$ cat src/lpm_pkg.sv
package lpm_pkg;

  // ----------------------------------------------------------------
  // register map
  // ----------------------------------------------------------------
  localparam logic [7:0] LPM_OFS_OPTION   = 8'h00;
  localparam logic [7:0] LPM_OFS_STATE    = 8'h04;
  localparam logic [7:0] LPM_OFS_INT_STAT = 8'h08;
  localparam logic [7:0] LPM_OFS_INT_MASK = 8'h0C;

  // option register fields
  localparam int LPM_OPT_STOP_EN   = 0;
  localparam int LPM_OPT_LONG_DLY  = 1;
  localparam int LPM_OPT_PA_IRQ    = 2;
  localparam int LPM_OPT_EDGE_ONLY = 3;
  localparam int LPM_OPT_WDOG_EN   = 4;
  localparam int LPM_OPT_W         = 5;
  localparam logic [LPM_OPT_W-1:0] LPM_OPT_RST = 5'h01;

  // interrupt status / mask fields
  localparam int LPM_EV_STOP  = 0;
  localparam int LPM_EV_HALT  = 1;
  localparam int LPM_EV_WAIT  = 2;
  localparam int LPM_EV_WAKE  = 3;
  localparam int LPM_EV_WDOG  = 4;
  localparam int LPM_EV_W     = 5;
  localparam logic [LPM_EV_W-1:0] LPM_EV_RST = 5'h00;

  // ----------------------------------------------------------------
  // timing, in processor clock cycles
  // ----------------------------------------------------------------
  localparam int            LPM_DLY_W     = 12;
  localparam logic [11:0]   LPM_DLY_SHORT = 12'h010;
  localparam logic [11:0]   LPM_DLY_LONG  = 12'hFE0;
  localparam int            LPM_SYNC_W    = 6;
  // synchroniser reset: reset and irq pins high, port a low, all inactive
  localparam logic [LPM_SYNC_W-1:0] LPM_SYNC_RST = 6'h30;

  typedef enum logic [2:0] {
    LPM_RUN     = 3'b000,
    LPM_STOP    = 3'b001,
    LPM_HALT    = 3'b010,
    LPM_WAIT    = 3'b011,
    LPM_OSCWAIT = 3'b100,
    LPM_CLKWAIT = 3'b101
  } lpm_state_e;

  // instruction requests from the cpu core
  typedef struct packed {
    logic stop_req;
    logic wait_req;
  } lpm_cpu_req_s;

  // clock gates and register side effects
  typedef struct packed {
    logic osc_run;
    logic cpu_clk_en;
    logic timer_clk_en;
    logic wdog_clk_en;
    logic clr_timer;
    logic clr_int_mask;
    logic set_ext_int_en;
    logic resume_irq;
    logic cpu_rst;
  } lpm_ctl_s;

  localparam lpm_ctl_s LPM_CTL_RST = '{osc_run: 1'b1, cpu_clk_en: 1'b1, timer_clk_en: 1'b1,
                                       wdog_clk_en: 1'b1, clr_timer: 1'b0, clr_int_mask: 1'b0,
                                       set_ext_int_en: 1'b0, resume_irq: 1'b0, cpu_rst: 1'b0};

endpackage

$ cat src/lpm_ctrl.sv
`timescale 1ns/100ps
`default_nettype none
module lpm_ctrl
  import lpm_pkg::*;
#(
  parameter logic [LPM_DLY_W-1:0] SHORT_CYC = LPM_DLY_SHORT,
  parameter logic [LPM_DLY_W-1:0] LONG_CYC  = LPM_DLY_LONG
)
(
  input  wire logic               pclk,
  input  wire logic               presetn,
  input  wire logic               psel,
  input  wire logic               penable,
  input  wire logic               pwrite,
  input  wire logic [7:0]         paddr,
  input  wire logic [31:0]        pwdata,
  output logic      [31:0]        prdata,
  output logic                    pready,
  output logic                    pslverr,
  input  wire lpm_cpu_req_s       cpu_req,
  input  wire logic               irq_pin_n,
  input  wire logic [3:0]         port_a_irq,
  input  wire logic               ext_reset_n,
  input  wire logic               timer_irq,
  input  wire logic               wdog_timeout,
  output lpm_ctl_s                ctl,
  output logic                    irq
);

  // ----------------------------------------------------------------
  // parameter checks
  // ----------------------------------------------------------------
  // a zero count would underflow the down counter and wait a full wrap
  if (SHORT_CYC == '0) begin : g_bad_short
    $error("short delay count must not be zero");
  end
  if (LONG_CYC < SHORT_CYC) begin : g_bad_long
    $error("long delay count must not be below the short one");
  end

  // ----------------------------------------------------------------
  // pin synchronisers
  // ----------------------------------------------------------------
  logic [LPM_SYNC_W-1:0] sync1_ff, sync2_ff, nxt_sync1, nxt_sync2;
  logic                  irq_or_prev_ff, nxt_irq_or_prev;

  always_comb begin
    nxt_sync1 = {ext_reset_n, irq_pin_n, port_a_irq};
    nxt_sync2 = sync1_ff;
  end

  always_ff @(posedge pclk or negedge presetn) begin
    if (!presetn) begin
      sync1_ff <= LPM_SYNC_RST;
      sync2_ff <= LPM_SYNC_RST;
    end else begin
      sync1_ff <= nxt_sync1;
      sync2_ff <= nxt_sync2;
    end
  end

  // ----------------------------------------------------------------
  // wake source decode
  // ----------------------------------------------------------------
  logic [LPM_OPT_W-1:0] opt_ff, nxt_opt;
  logic                 rst_pin;
  logic                 irq_or;
  logic                 irq_wake;
  logic                 tmr_wake;
  logic                 wd_hit;

  always_comb begin
    rst_pin  = ~sync2_ff[5];
    // port a inputs are active high, the irq pin active low
    irq_or   = ~sync2_ff[4] | (opt_ff[LPM_OPT_PA_IRQ] & (|sync2_ff[3:0]));
    // edge mode: while one source stays active the others are masked by the or
    irq_wake = opt_ff[LPM_OPT_EDGE_ONLY] ? (irq_or & ~irq_or_prev_ff) : irq_or;
    // the timer request is same-clock logic, so it needs no synchroniser
    tmr_wake = timer_irq;
    wd_hit   = opt_ff[LPM_OPT_WDOG_EN] & wdog_timeout;
    nxt_irq_or_prev = irq_or;
  end

  always_ff @(posedge pclk or negedge presetn) begin
    if (!presetn) begin
      irq_or_prev_ff <= 1'b0;
    end else begin
      irq_or_prev_ff <= nxt_irq_or_prev;
    end
  end

  // ----------------------------------------------------------------
  // halt-exit phase counter, free running while the oscillator runs
  // ----------------------------------------------------------------
  logic [LPM_DLY_W-1:0] phase_ff, nxt_phase;
  logic [LPM_DLY_W-1:0] dly_len;
  logic                 phase_wrap;

  always_comb begin
    dly_len    = opt_ff[LPM_OPT_LONG_DLY] ? LONG_CYC : SHORT_CYC;
    phase_wrap = (phase_ff >= dly_len - 12'h001);
    nxt_phase  = phase_wrap ? 12'h000 : phase_ff + 12'h001;
    if (!ctl.osc_run) begin
      nxt_phase = 12'h000;
    end
  end

  always_ff @(posedge pclk or negedge presetn) begin
    if (!presetn) begin
      phase_ff <= 12'h000;
    end else begin
      phase_ff <= nxt_phase;
    end
  end

  // ----------------------------------------------------------------
  // mode sequencer
  // ----------------------------------------------------------------
  lpm_state_e           state_ff, nxt_state;
  logic [LPM_DLY_W-1:0] cnt_ff, nxt_cnt;
  logic                 by_rst_ff, nxt_by_rst;
  lpm_ctl_s             ctl_ff, nxt_ctl;
  logic [LPM_EV_W-1:0]  ev;

  always_comb begin
    nxt_state  = state_ff;
    nxt_cnt    = cnt_ff;
    nxt_by_rst = by_rst_ff;
    nxt_ctl    = ctl_ff;
    ev         = '0;
    // side-effect strobes last one cycle
    nxt_ctl.clr_timer      = 1'b0;
    nxt_ctl.clr_int_mask   = 1'b0;
    nxt_ctl.set_ext_int_en = 1'b0;
    nxt_ctl.resume_irq     = 1'b0;
    nxt_ctl.cpu_rst        = rst_pin;
    unique case (state_ff)
      LPM_RUN: begin
        if (wd_hit) begin
          nxt_ctl.cpu_rst = 1'b1;
          ev[LPM_EV_WDOG] = 1'b1;
        end else if (rst_pin) begin
          nxt_state = LPM_RUN;
        end else if (cpu_req.stop_req && opt_ff[LPM_OPT_STOP_EN]) begin
          nxt_state              = LPM_STOP;
          nxt_ctl.osc_run        = 1'b0;
          nxt_ctl.cpu_clk_en     = 1'b0;
          nxt_ctl.timer_clk_en   = 1'b0;
          nxt_ctl.wdog_clk_en    = 1'b0;
          // only these three strobes, nothing else is written
          nxt_ctl.clr_timer      = 1'b1;
          nxt_ctl.clr_int_mask   = 1'b1;
          nxt_ctl.set_ext_int_en = 1'b1;
          ev[LPM_EV_STOP]        = 1'b1;
        end else if (cpu_req.stop_req) begin
          // oscillator, timers and watchdog keep running
          nxt_state              = LPM_HALT;
          nxt_ctl.cpu_clk_en     = 1'b0;
          nxt_ctl.clr_int_mask   = 1'b1;
          nxt_ctl.set_ext_int_en = 1'b1;
          ev[LPM_EV_HALT]        = 1'b1;
        end else if (cpu_req.wait_req) begin
          nxt_state              = LPM_WAIT;
          nxt_ctl.cpu_clk_en     = 1'b0;
          nxt_ctl.clr_int_mask   = 1'b1;
          nxt_ctl.set_ext_int_en = 1'b1;
          ev[LPM_EV_WAIT]        = 1'b1;
        end
      end
      LPM_STOP: begin
        // timer and watchdog are frozen, so neither can wake the part
        if (rst_pin || irq_wake) begin
          nxt_state       = LPM_OSCWAIT;
          nxt_by_rst      = rst_pin;
          nxt_cnt         = dly_len - 12'h001;
          nxt_ctl.osc_run = 1'b1;
          ev[LPM_EV_WAKE] = 1'b1;
        end
      end
      LPM_OSCWAIT: begin
        // a reset seen during the restart is kept, so the core never resumes into an interrupt
        nxt_ctl.cpu_rst = by_rst_ff | rst_pin;
        if (rst_pin) begin
          nxt_by_rst = 1'b1;
        end
        if (cnt_ff == 12'h000) begin
          nxt_state            = LPM_RUN;
          nxt_ctl.cpu_clk_en   = 1'b1;
          nxt_ctl.timer_clk_en = 1'b1;
          nxt_ctl.wdog_clk_en  = 1'b1;
          nxt_ctl.resume_irq   = ~(by_rst_ff | rst_pin);
        end else begin
          nxt_cnt = cnt_ff - 12'h001;
        end
      end
      LPM_HALT, LPM_WAIT: begin
        // the watchdog outranks every wake, so a stuck core is always reset
        if (wd_hit) begin
          nxt_state          = LPM_RUN;
          nxt_ctl.cpu_clk_en = 1'b1;
          nxt_ctl.cpu_rst    = 1'b1;
          ev[LPM_EV_WDOG]    = 1'b1;
        end else if (rst_pin || irq_wake || tmr_wake) begin
          nxt_by_rst      = rst_pin;
          ev[LPM_EV_WAKE] = 1'b1;
          if (state_ff == LPM_HALT) begin
            nxt_state = LPM_CLKWAIT;
          end else begin
            nxt_state          = LPM_RUN;
            nxt_ctl.cpu_clk_en = 1'b1;
            nxt_ctl.resume_irq = ~rst_pin;
          end
        end
      end
      LPM_CLKWAIT: begin
        // restart lines up with the free phase counter, so it is never longer than one period
        nxt_ctl.cpu_rst = by_rst_ff | rst_pin;
        if (rst_pin) begin
          nxt_by_rst = 1'b1;
        end
        if (wd_hit) begin
          nxt_state          = LPM_RUN;
          nxt_ctl.cpu_clk_en = 1'b1;
          nxt_ctl.cpu_rst    = 1'b1;
          ev[LPM_EV_WDOG]    = 1'b1;
        end else if (phase_wrap) begin
          nxt_state          = LPM_RUN;
          nxt_ctl.cpu_clk_en = 1'b1;
          nxt_ctl.resume_irq = ~(by_rst_ff | rst_pin);
        end
      end
      default: begin
        nxt_state = LPM_RUN;
        nxt_ctl   = LPM_CTL_RST;
      end
    endcase
  end

  always_ff @(posedge pclk or negedge presetn) begin
    if (!presetn) begin
      state_ff  <= LPM_RUN;
      cnt_ff    <= 12'h000;
      by_rst_ff <= 1'b0;
      ctl_ff    <= LPM_CTL_RST;
    end else begin
      state_ff  <= nxt_state;
      cnt_ff    <= nxt_cnt;
      by_rst_ff <= nxt_by_rst;
      ctl_ff    <= nxt_ctl;
    end
  end

  assign ctl = ctl_ff;

  // ----------------------------------------------------------------
  // apb slave and interrupt registers
  // ----------------------------------------------------------------
  logic [LPM_EV_W-1:0] ist_ff, nxt_ist;
  logic [LPM_EV_W-1:0] imask_ff, nxt_imask;
  logic [31:0]         prdata_ff, nxt_prdata;
  logic                pready_ff, nxt_pready;
  logic                pslverr_ff, nxt_pslverr;
  logic                irq_ff, nxt_irq;
  logic                acc;
  logic                wr;
  logic                hit;

  always_comb begin
    // answer comes in the second access cycle; the write lands on that edge
    acc         = psel & penable;
    nxt_pready  = acc & ~pready_ff;
    wr          = acc & pready_ff & pwrite & ~pslverr_ff;
    hit         = (paddr == LPM_OFS_OPTION) | (paddr == LPM_OFS_STATE) |
                  (paddr == LPM_OFS_INT_STAT) | (paddr == LPM_OFS_INT_MASK);
    // unmapped addresses answer with pslverr so stray accesses stay visible
    nxt_pslverr = acc & ~pready_ff & ~hit;
    nxt_prdata  = 32'h0000_0000;
    if (acc && !pready_ff && !pwrite) begin
      unique case (paddr)
        LPM_OFS_OPTION:   nxt_prdata = {27'h000_0000, opt_ff};
        LPM_OFS_STATE:    nxt_prdata = {28'h000_0000, by_rst_ff, state_ff};
        LPM_OFS_INT_STAT: nxt_prdata = {27'h000_0000, ist_ff};
        LPM_OFS_INT_MASK: nxt_prdata = {27'h000_0000, imask_ff};
        default:          nxt_prdata = 32'h0000_0000;
      endcase
    end
    nxt_opt   = opt_ff;
    nxt_imask = imask_ff;
    nxt_ist   = ist_ff;
    if (wr && paddr == LPM_OFS_OPTION) begin
      nxt_opt = pwdata[LPM_OPT_W-1:0];
    end
    if (wr && paddr == LPM_OFS_INT_MASK) begin
      nxt_imask = pwdata[LPM_EV_W-1:0];
    end
    if (wr && paddr == LPM_OFS_INT_STAT) begin
      nxt_ist = ist_ff & ~pwdata[LPM_EV_W-1:0];
    end
    // a new event beats a clear in the same cycle
    nxt_ist = nxt_ist | ev;
    nxt_irq = |(nxt_ist & nxt_imask);
  end

  always_ff @(posedge pclk or negedge presetn) begin
    if (!presetn) begin
      opt_ff     <= LPM_OPT_RST;
      ist_ff     <= LPM_EV_RST;
      imask_ff   <= LPM_EV_RST;
      prdata_ff  <= 32'h0000_0000;
      pready_ff  <= 1'b0;
      pslverr_ff <= 1'b0;
      irq_ff     <= 1'b0;
    end else begin
      opt_ff     <= nxt_opt;
      ist_ff     <= nxt_ist;
      imask_ff   <= nxt_imask;
      prdata_ff  <= nxt_prdata;
      pready_ff  <= nxt_pready;
      pslverr_ff <= nxt_pslverr;
      irq_ff     <= nxt_irq;
    end
  end

  assign prdata  = prdata_ff;
  assign pready  = pready_ff;
  assign pslverr = pslverr_ff;
  assign irq     = irq_ff;

endmodule
`default_nettype wire

$ cat config.mk
export PLATFORM = sky130hd
export DESIGN_NAME = lpm_ctrl
export DESIGN_NICKNAME = d
export VERILOG_FILES = /design/src/lpm_pkg.sv /design/src/lpm_ctrl.sv
export SDC_FILE = /design/constraint.sdc
export NUM_CORES = 1
export LEC_CHECK = 0
export BUFFER_PORTS_ARGS = -buffer_cell sky130_fd_sc_hd__buf_2
export CAP_MARGIN = 40
export CELL_PAD_IN_SITES_DETAIL_PLACEMENT = 1
export CELL_PAD_IN_SITES_GLOBAL_PLACEMENT = 2
export CORE_MARGIN = 2
export CORE_UTILIZATION = 25
export CTS_BUF_LIST = sky130_fd_sc_hd__clkbuf_4
export DETAILED_ROUTE_END_ITERATION = 10
export PLACE_DENSITY_LB_ADDON = 0.1
export SYNTH_ARGS = -nofsm -noshare
export SYNTH_HDL_FRONTEND = slang
export SYNTH_SLANG_ARGS = --single-unit
$ cat constraint.sdc
create_clock -name pclk -period 2.3 [get_ports pclk]
set_clock_uncertainty 0.15 [all_clocks]
set_input_delay 0.69 -clock pclk [delete_from_list [all_inputs] [get_ports pclk]]
set_output_delay 0.69 -clock pclk [all_outputs]
set_load 0.01 [all_outputs]
==> results.py <==
metrics = {
    "final_layout": {
        "fin_cells": 680,
        "final_cell_area_sq_um": 4981,
        "n_antenna_cell": 0,
        "postLayoutCoreUtil": 0.3264,
        "syn_to_final_growth_pct": 27.11,
        "drive_gt1_frac": 0.3902,
        "layout.nets": 531,
        "nFillCells": 1738,
    },
    "routing": {
        "ant_nets": 0,
        "wl_per_cell_um": 15.66,
        "vias": 2990,
        "drc": 0,
        "drt_iter0_drc": 85,
        "drtPass1Iterations": 4,
        "vias_per_cell": 4.397,
        "finalWirelength_mm": 10.65,
    },
    "timing": {
        "fin_crit_sh": 0.9721,
        "setup_viol": 0,
        "layout_min_cycle_time_ps": 2236,
        "rsz0062_at_grt": "yes",
        "final_hold_viol_count": 0,
        "drv_slew": 0,
        "tns_ps": 0,
        "fmax_ghz": 0.4473,
    },
    "pwr": {
        "leakagePower_nw": 2.296,
        "power.density_nw_per_um2": 730.7,
        "ir_drop_mv": 0.3307,
    },
    "clock_tree": {
        "cts_sinks": 71,
        "clock_path_buffers": 2,
        "cts-root-buf": "clkbuf_4",
        "cts_tree": "built",
        "htree_levels": 3,
        "numCtsBuffers": 9,
        "clkLatencyLatePin_ps": 460,
        "clk_pin_slew_ps": 130,
    },
    "place": {
        "dp_hpwl_mm": 8.175,
        "place_area_sq_um": 4693,
        "dpl.cell_count": 657,
        "portBuffers": 44,
        "gp_congestion": 0.7311,
    },
    "synthesis": {
        "synth_edf_count": 0,
        "yosysTopAreaCell": "dfrtp_1",
        "ys_ff_latch": 71,
        "ys_top_cells_by_area": "dfrtp_1, buf_4, dfstp_2",
        "syn_avg_cell_area_sq_um": 10.89,
        "seq_area_frac_synth": 0.4559,
        "synthCells": 360,
        "syn_area_sq_um": 3919,
        "synth_top_area_frac": 0.4023,
        "async_reset_ff_frac": 1.000,
        "synth_ff_type": "dfrtp_1",
        "ys_warn_count": 0,
        "synth.distinct_cells": 70,
    },
    "floorplanning": {
        "die_area_sq_um": 16690,
        "num_rows": 45,
        "coreArea_sq_um": 15260,
        "die_w_um": 129.2,
        "start_util": 0.2568,
        "ioPinCount": 99,
        "die_h_um": 129.2,
    },
    "global_routing": {
        "antenna_found_initial": 0,
        "grt_pass1_wl_mm": 17.50,
        "grt_start_max_net_pins": 27,
        "track_usage": 0.1387,
        "grt_pass1_vias": 3202,
        "overflow": 0,
    },
    "critical_path": {
        "endpoint_kind": "flip-flop",
        "path_class": "flip-flop to flip-flop",
        "cp_data_arrival_time_ps": 2430,
        "crit_fanout": 6,
        "cp-start-kind": "flip-flop",
        "cp.required_ps": 2500,
    },
    "flow_run": {
        "cap_violations": 0,
    },
    "status": {
        "status": "completed",
    },
    "min_path": {
        "hold_path_class": "primary input to flip-flop",
    },
}
sequential cells by signal, indices dropped and copies added (netlist names), 3 cells and up:
| register | cells |
|---|---|
| nxt_sync2 | 6 |
| sync2_ff | 6 |
| ctl | 7 |
| phase_ff | 12 |
| prdata | 5 |
| imask_ff | 5 |
| opt_ff | 5 |
| cnt_ff | 12 |
| state_ff | 3 |
| ist_ff | 5 |
per-layer routing:
layer  up-vias  track usage  share of wire
met5         -            0              0
met4         0      0.04028          0.014
met3         9      0.04088          0.035
met2        50       0.2266           0.48
met1      1481       0.1787           0.47
li1       1450            -              -
power breakdown:
| part | leakage [nW] | switching (mW) | internal, mW |
|---|---|---|---|
| sequential | 0.892 | 0.128 | 1.40 |
| clock | 0.0650 | 0.536 | 0.233 |
| combinational | 1.34 | 0.729 | 0.609 |
layout by cell type, fill, tap and decap left out, types with 4 or more instances in the layout:
cell,instances
dfrtp_1,63
buf_4,59
buf_2,43
nor2_1,32
conb_1,27
nand2_1,19
inv_1,11
a21oi_1,11
nand3_1,10
mux2_4,10
nor2b_1,9
o21ai_0,9
clkbuf_4,9
nor3_1,8
xor2_1,8
dfstp_2,8
ha_1,7
and3_1,6
o2bb2ai_1,6
a22oi_1,5
xnor2_1,5
ha_4,5
nand2b_1,4
mux4_2,4
what timing repair did:
| action | CTS | global route |
|---|---|---|
| endpoints found under the hold margin | 21 | 0 |
| setup endpoints to repair | 5 | 6 |
| pin swaps | 7 | 2 |
| hold buffers | 1 | 0 |
| buffers inserted | 3 | 3 |
| gates resized for setup | 13 | 4 |
kinds of logic after synthesis:
| logic type | after synthesis | share of synthesized area |
|---|---|---|
| DFF | 71 | 0.4559 |
| muxes | 18 | 0.07056 |
| and+or+nand+nor | 118 | 0.1747 |
| AOI/OAI and AO/OA | 74 | 0.1510 |
| other | 1 | 0.0009569 |
| buffers and inverters | 53 | 0.07950 |
| adders and majority gates | 12 | 0.03831 |
| xor gates and xnor gates | 13 | 0.02906 |
path summary, 6_finish.rpt:
| path | startpoint | end | slack (ps) | cells past startpoint |
|---|---|---|---|---|
| max | opt_ff[1]$_DFFE_PN0P_ | state_ff[2]$_DFFE_PN0P_ | 60 | 8 |
| min | irq_pin_n | nxt_sync2[4]$_DFF_PN1_ | 160 | 1 |
| max reg2reg | opt_ff[1]$_DFFE_PN0P_ | state_ff[2]$_DFFE_PN0P_ | 60 | 8 |
| min reg2reg | nxt_sync2[2]$_DFF_PN0_ | sync2_ff[2]$_DFF_PN0_ | 210 | 0 |
| max in group asynchronous | presetn | opt_ff[0]$_DFFE_PN1P_ | 880 | 3 |
| min in group asynchronous | presetn | phase_ff[8]$_DFF_PN0_ | 530 | 2 |
through the flow:
stage | setup WS (ps) | power (mW) | hold slack (ps)
5_1_grt | -44.04 | 3.933 | 87.38
3_3_place_gp | -335.2 | 2.852 | 187.6
3_5_place_dp | -345.5 | 2.862 | 187.1
2_1_floorplan | -147.8 | 2.347 | 181.2
6_report | 64.26 | 3.640 | 161.3
4_1_cts | 7.167 | 3.693 | 104.9
critical path, stage by stage (launching register included):
cell      delay (ps)
dfrtp_1          430
inv_4            120
buf_6            140
ha_4             200
a21oi_2          130
a211o_1          150
o211ai_1         190
o211ai_4         290
mux2_4           320
synthesized netlist by cell type, drive strengths merged (2+ instances only):
cell type and instances:
a21boi 3, a21o 2, a21oi 14, a221oi 2, a22oi 6, a31oi 2
a32o 2, a41oi 2, and2 2, and3 6, buf 32, clkbuf 8
dfrtp 63, dfstp 8, ha 12, inv 12, mux2 13, mux4 4
nand2 20, nand2b 4, nand3 11, nand4 3, nand4b 2, nor2 33
nor2b 9, nor3 10, nor4 6, o2111ai 2, o211ai 3, o21ai 15
o221ai 2, o2bb2ai 7, or2 4, or4 3, xnor2 5, xor2 8
final cells by class:
cell class	count	area [sq um]	area share
multi-input cells	262	2026	0.4067
flip-flops and latches	71	1787	0.3587
repair buffers	107	730.7	0.1467
well taps	211	264.0	0.05300
clock buffers	9	67.56	0.01356
clock inverters	7	55.05	0.01105
inverters	13	51.30	0.01030
Power figures use the tool's default switching activity.
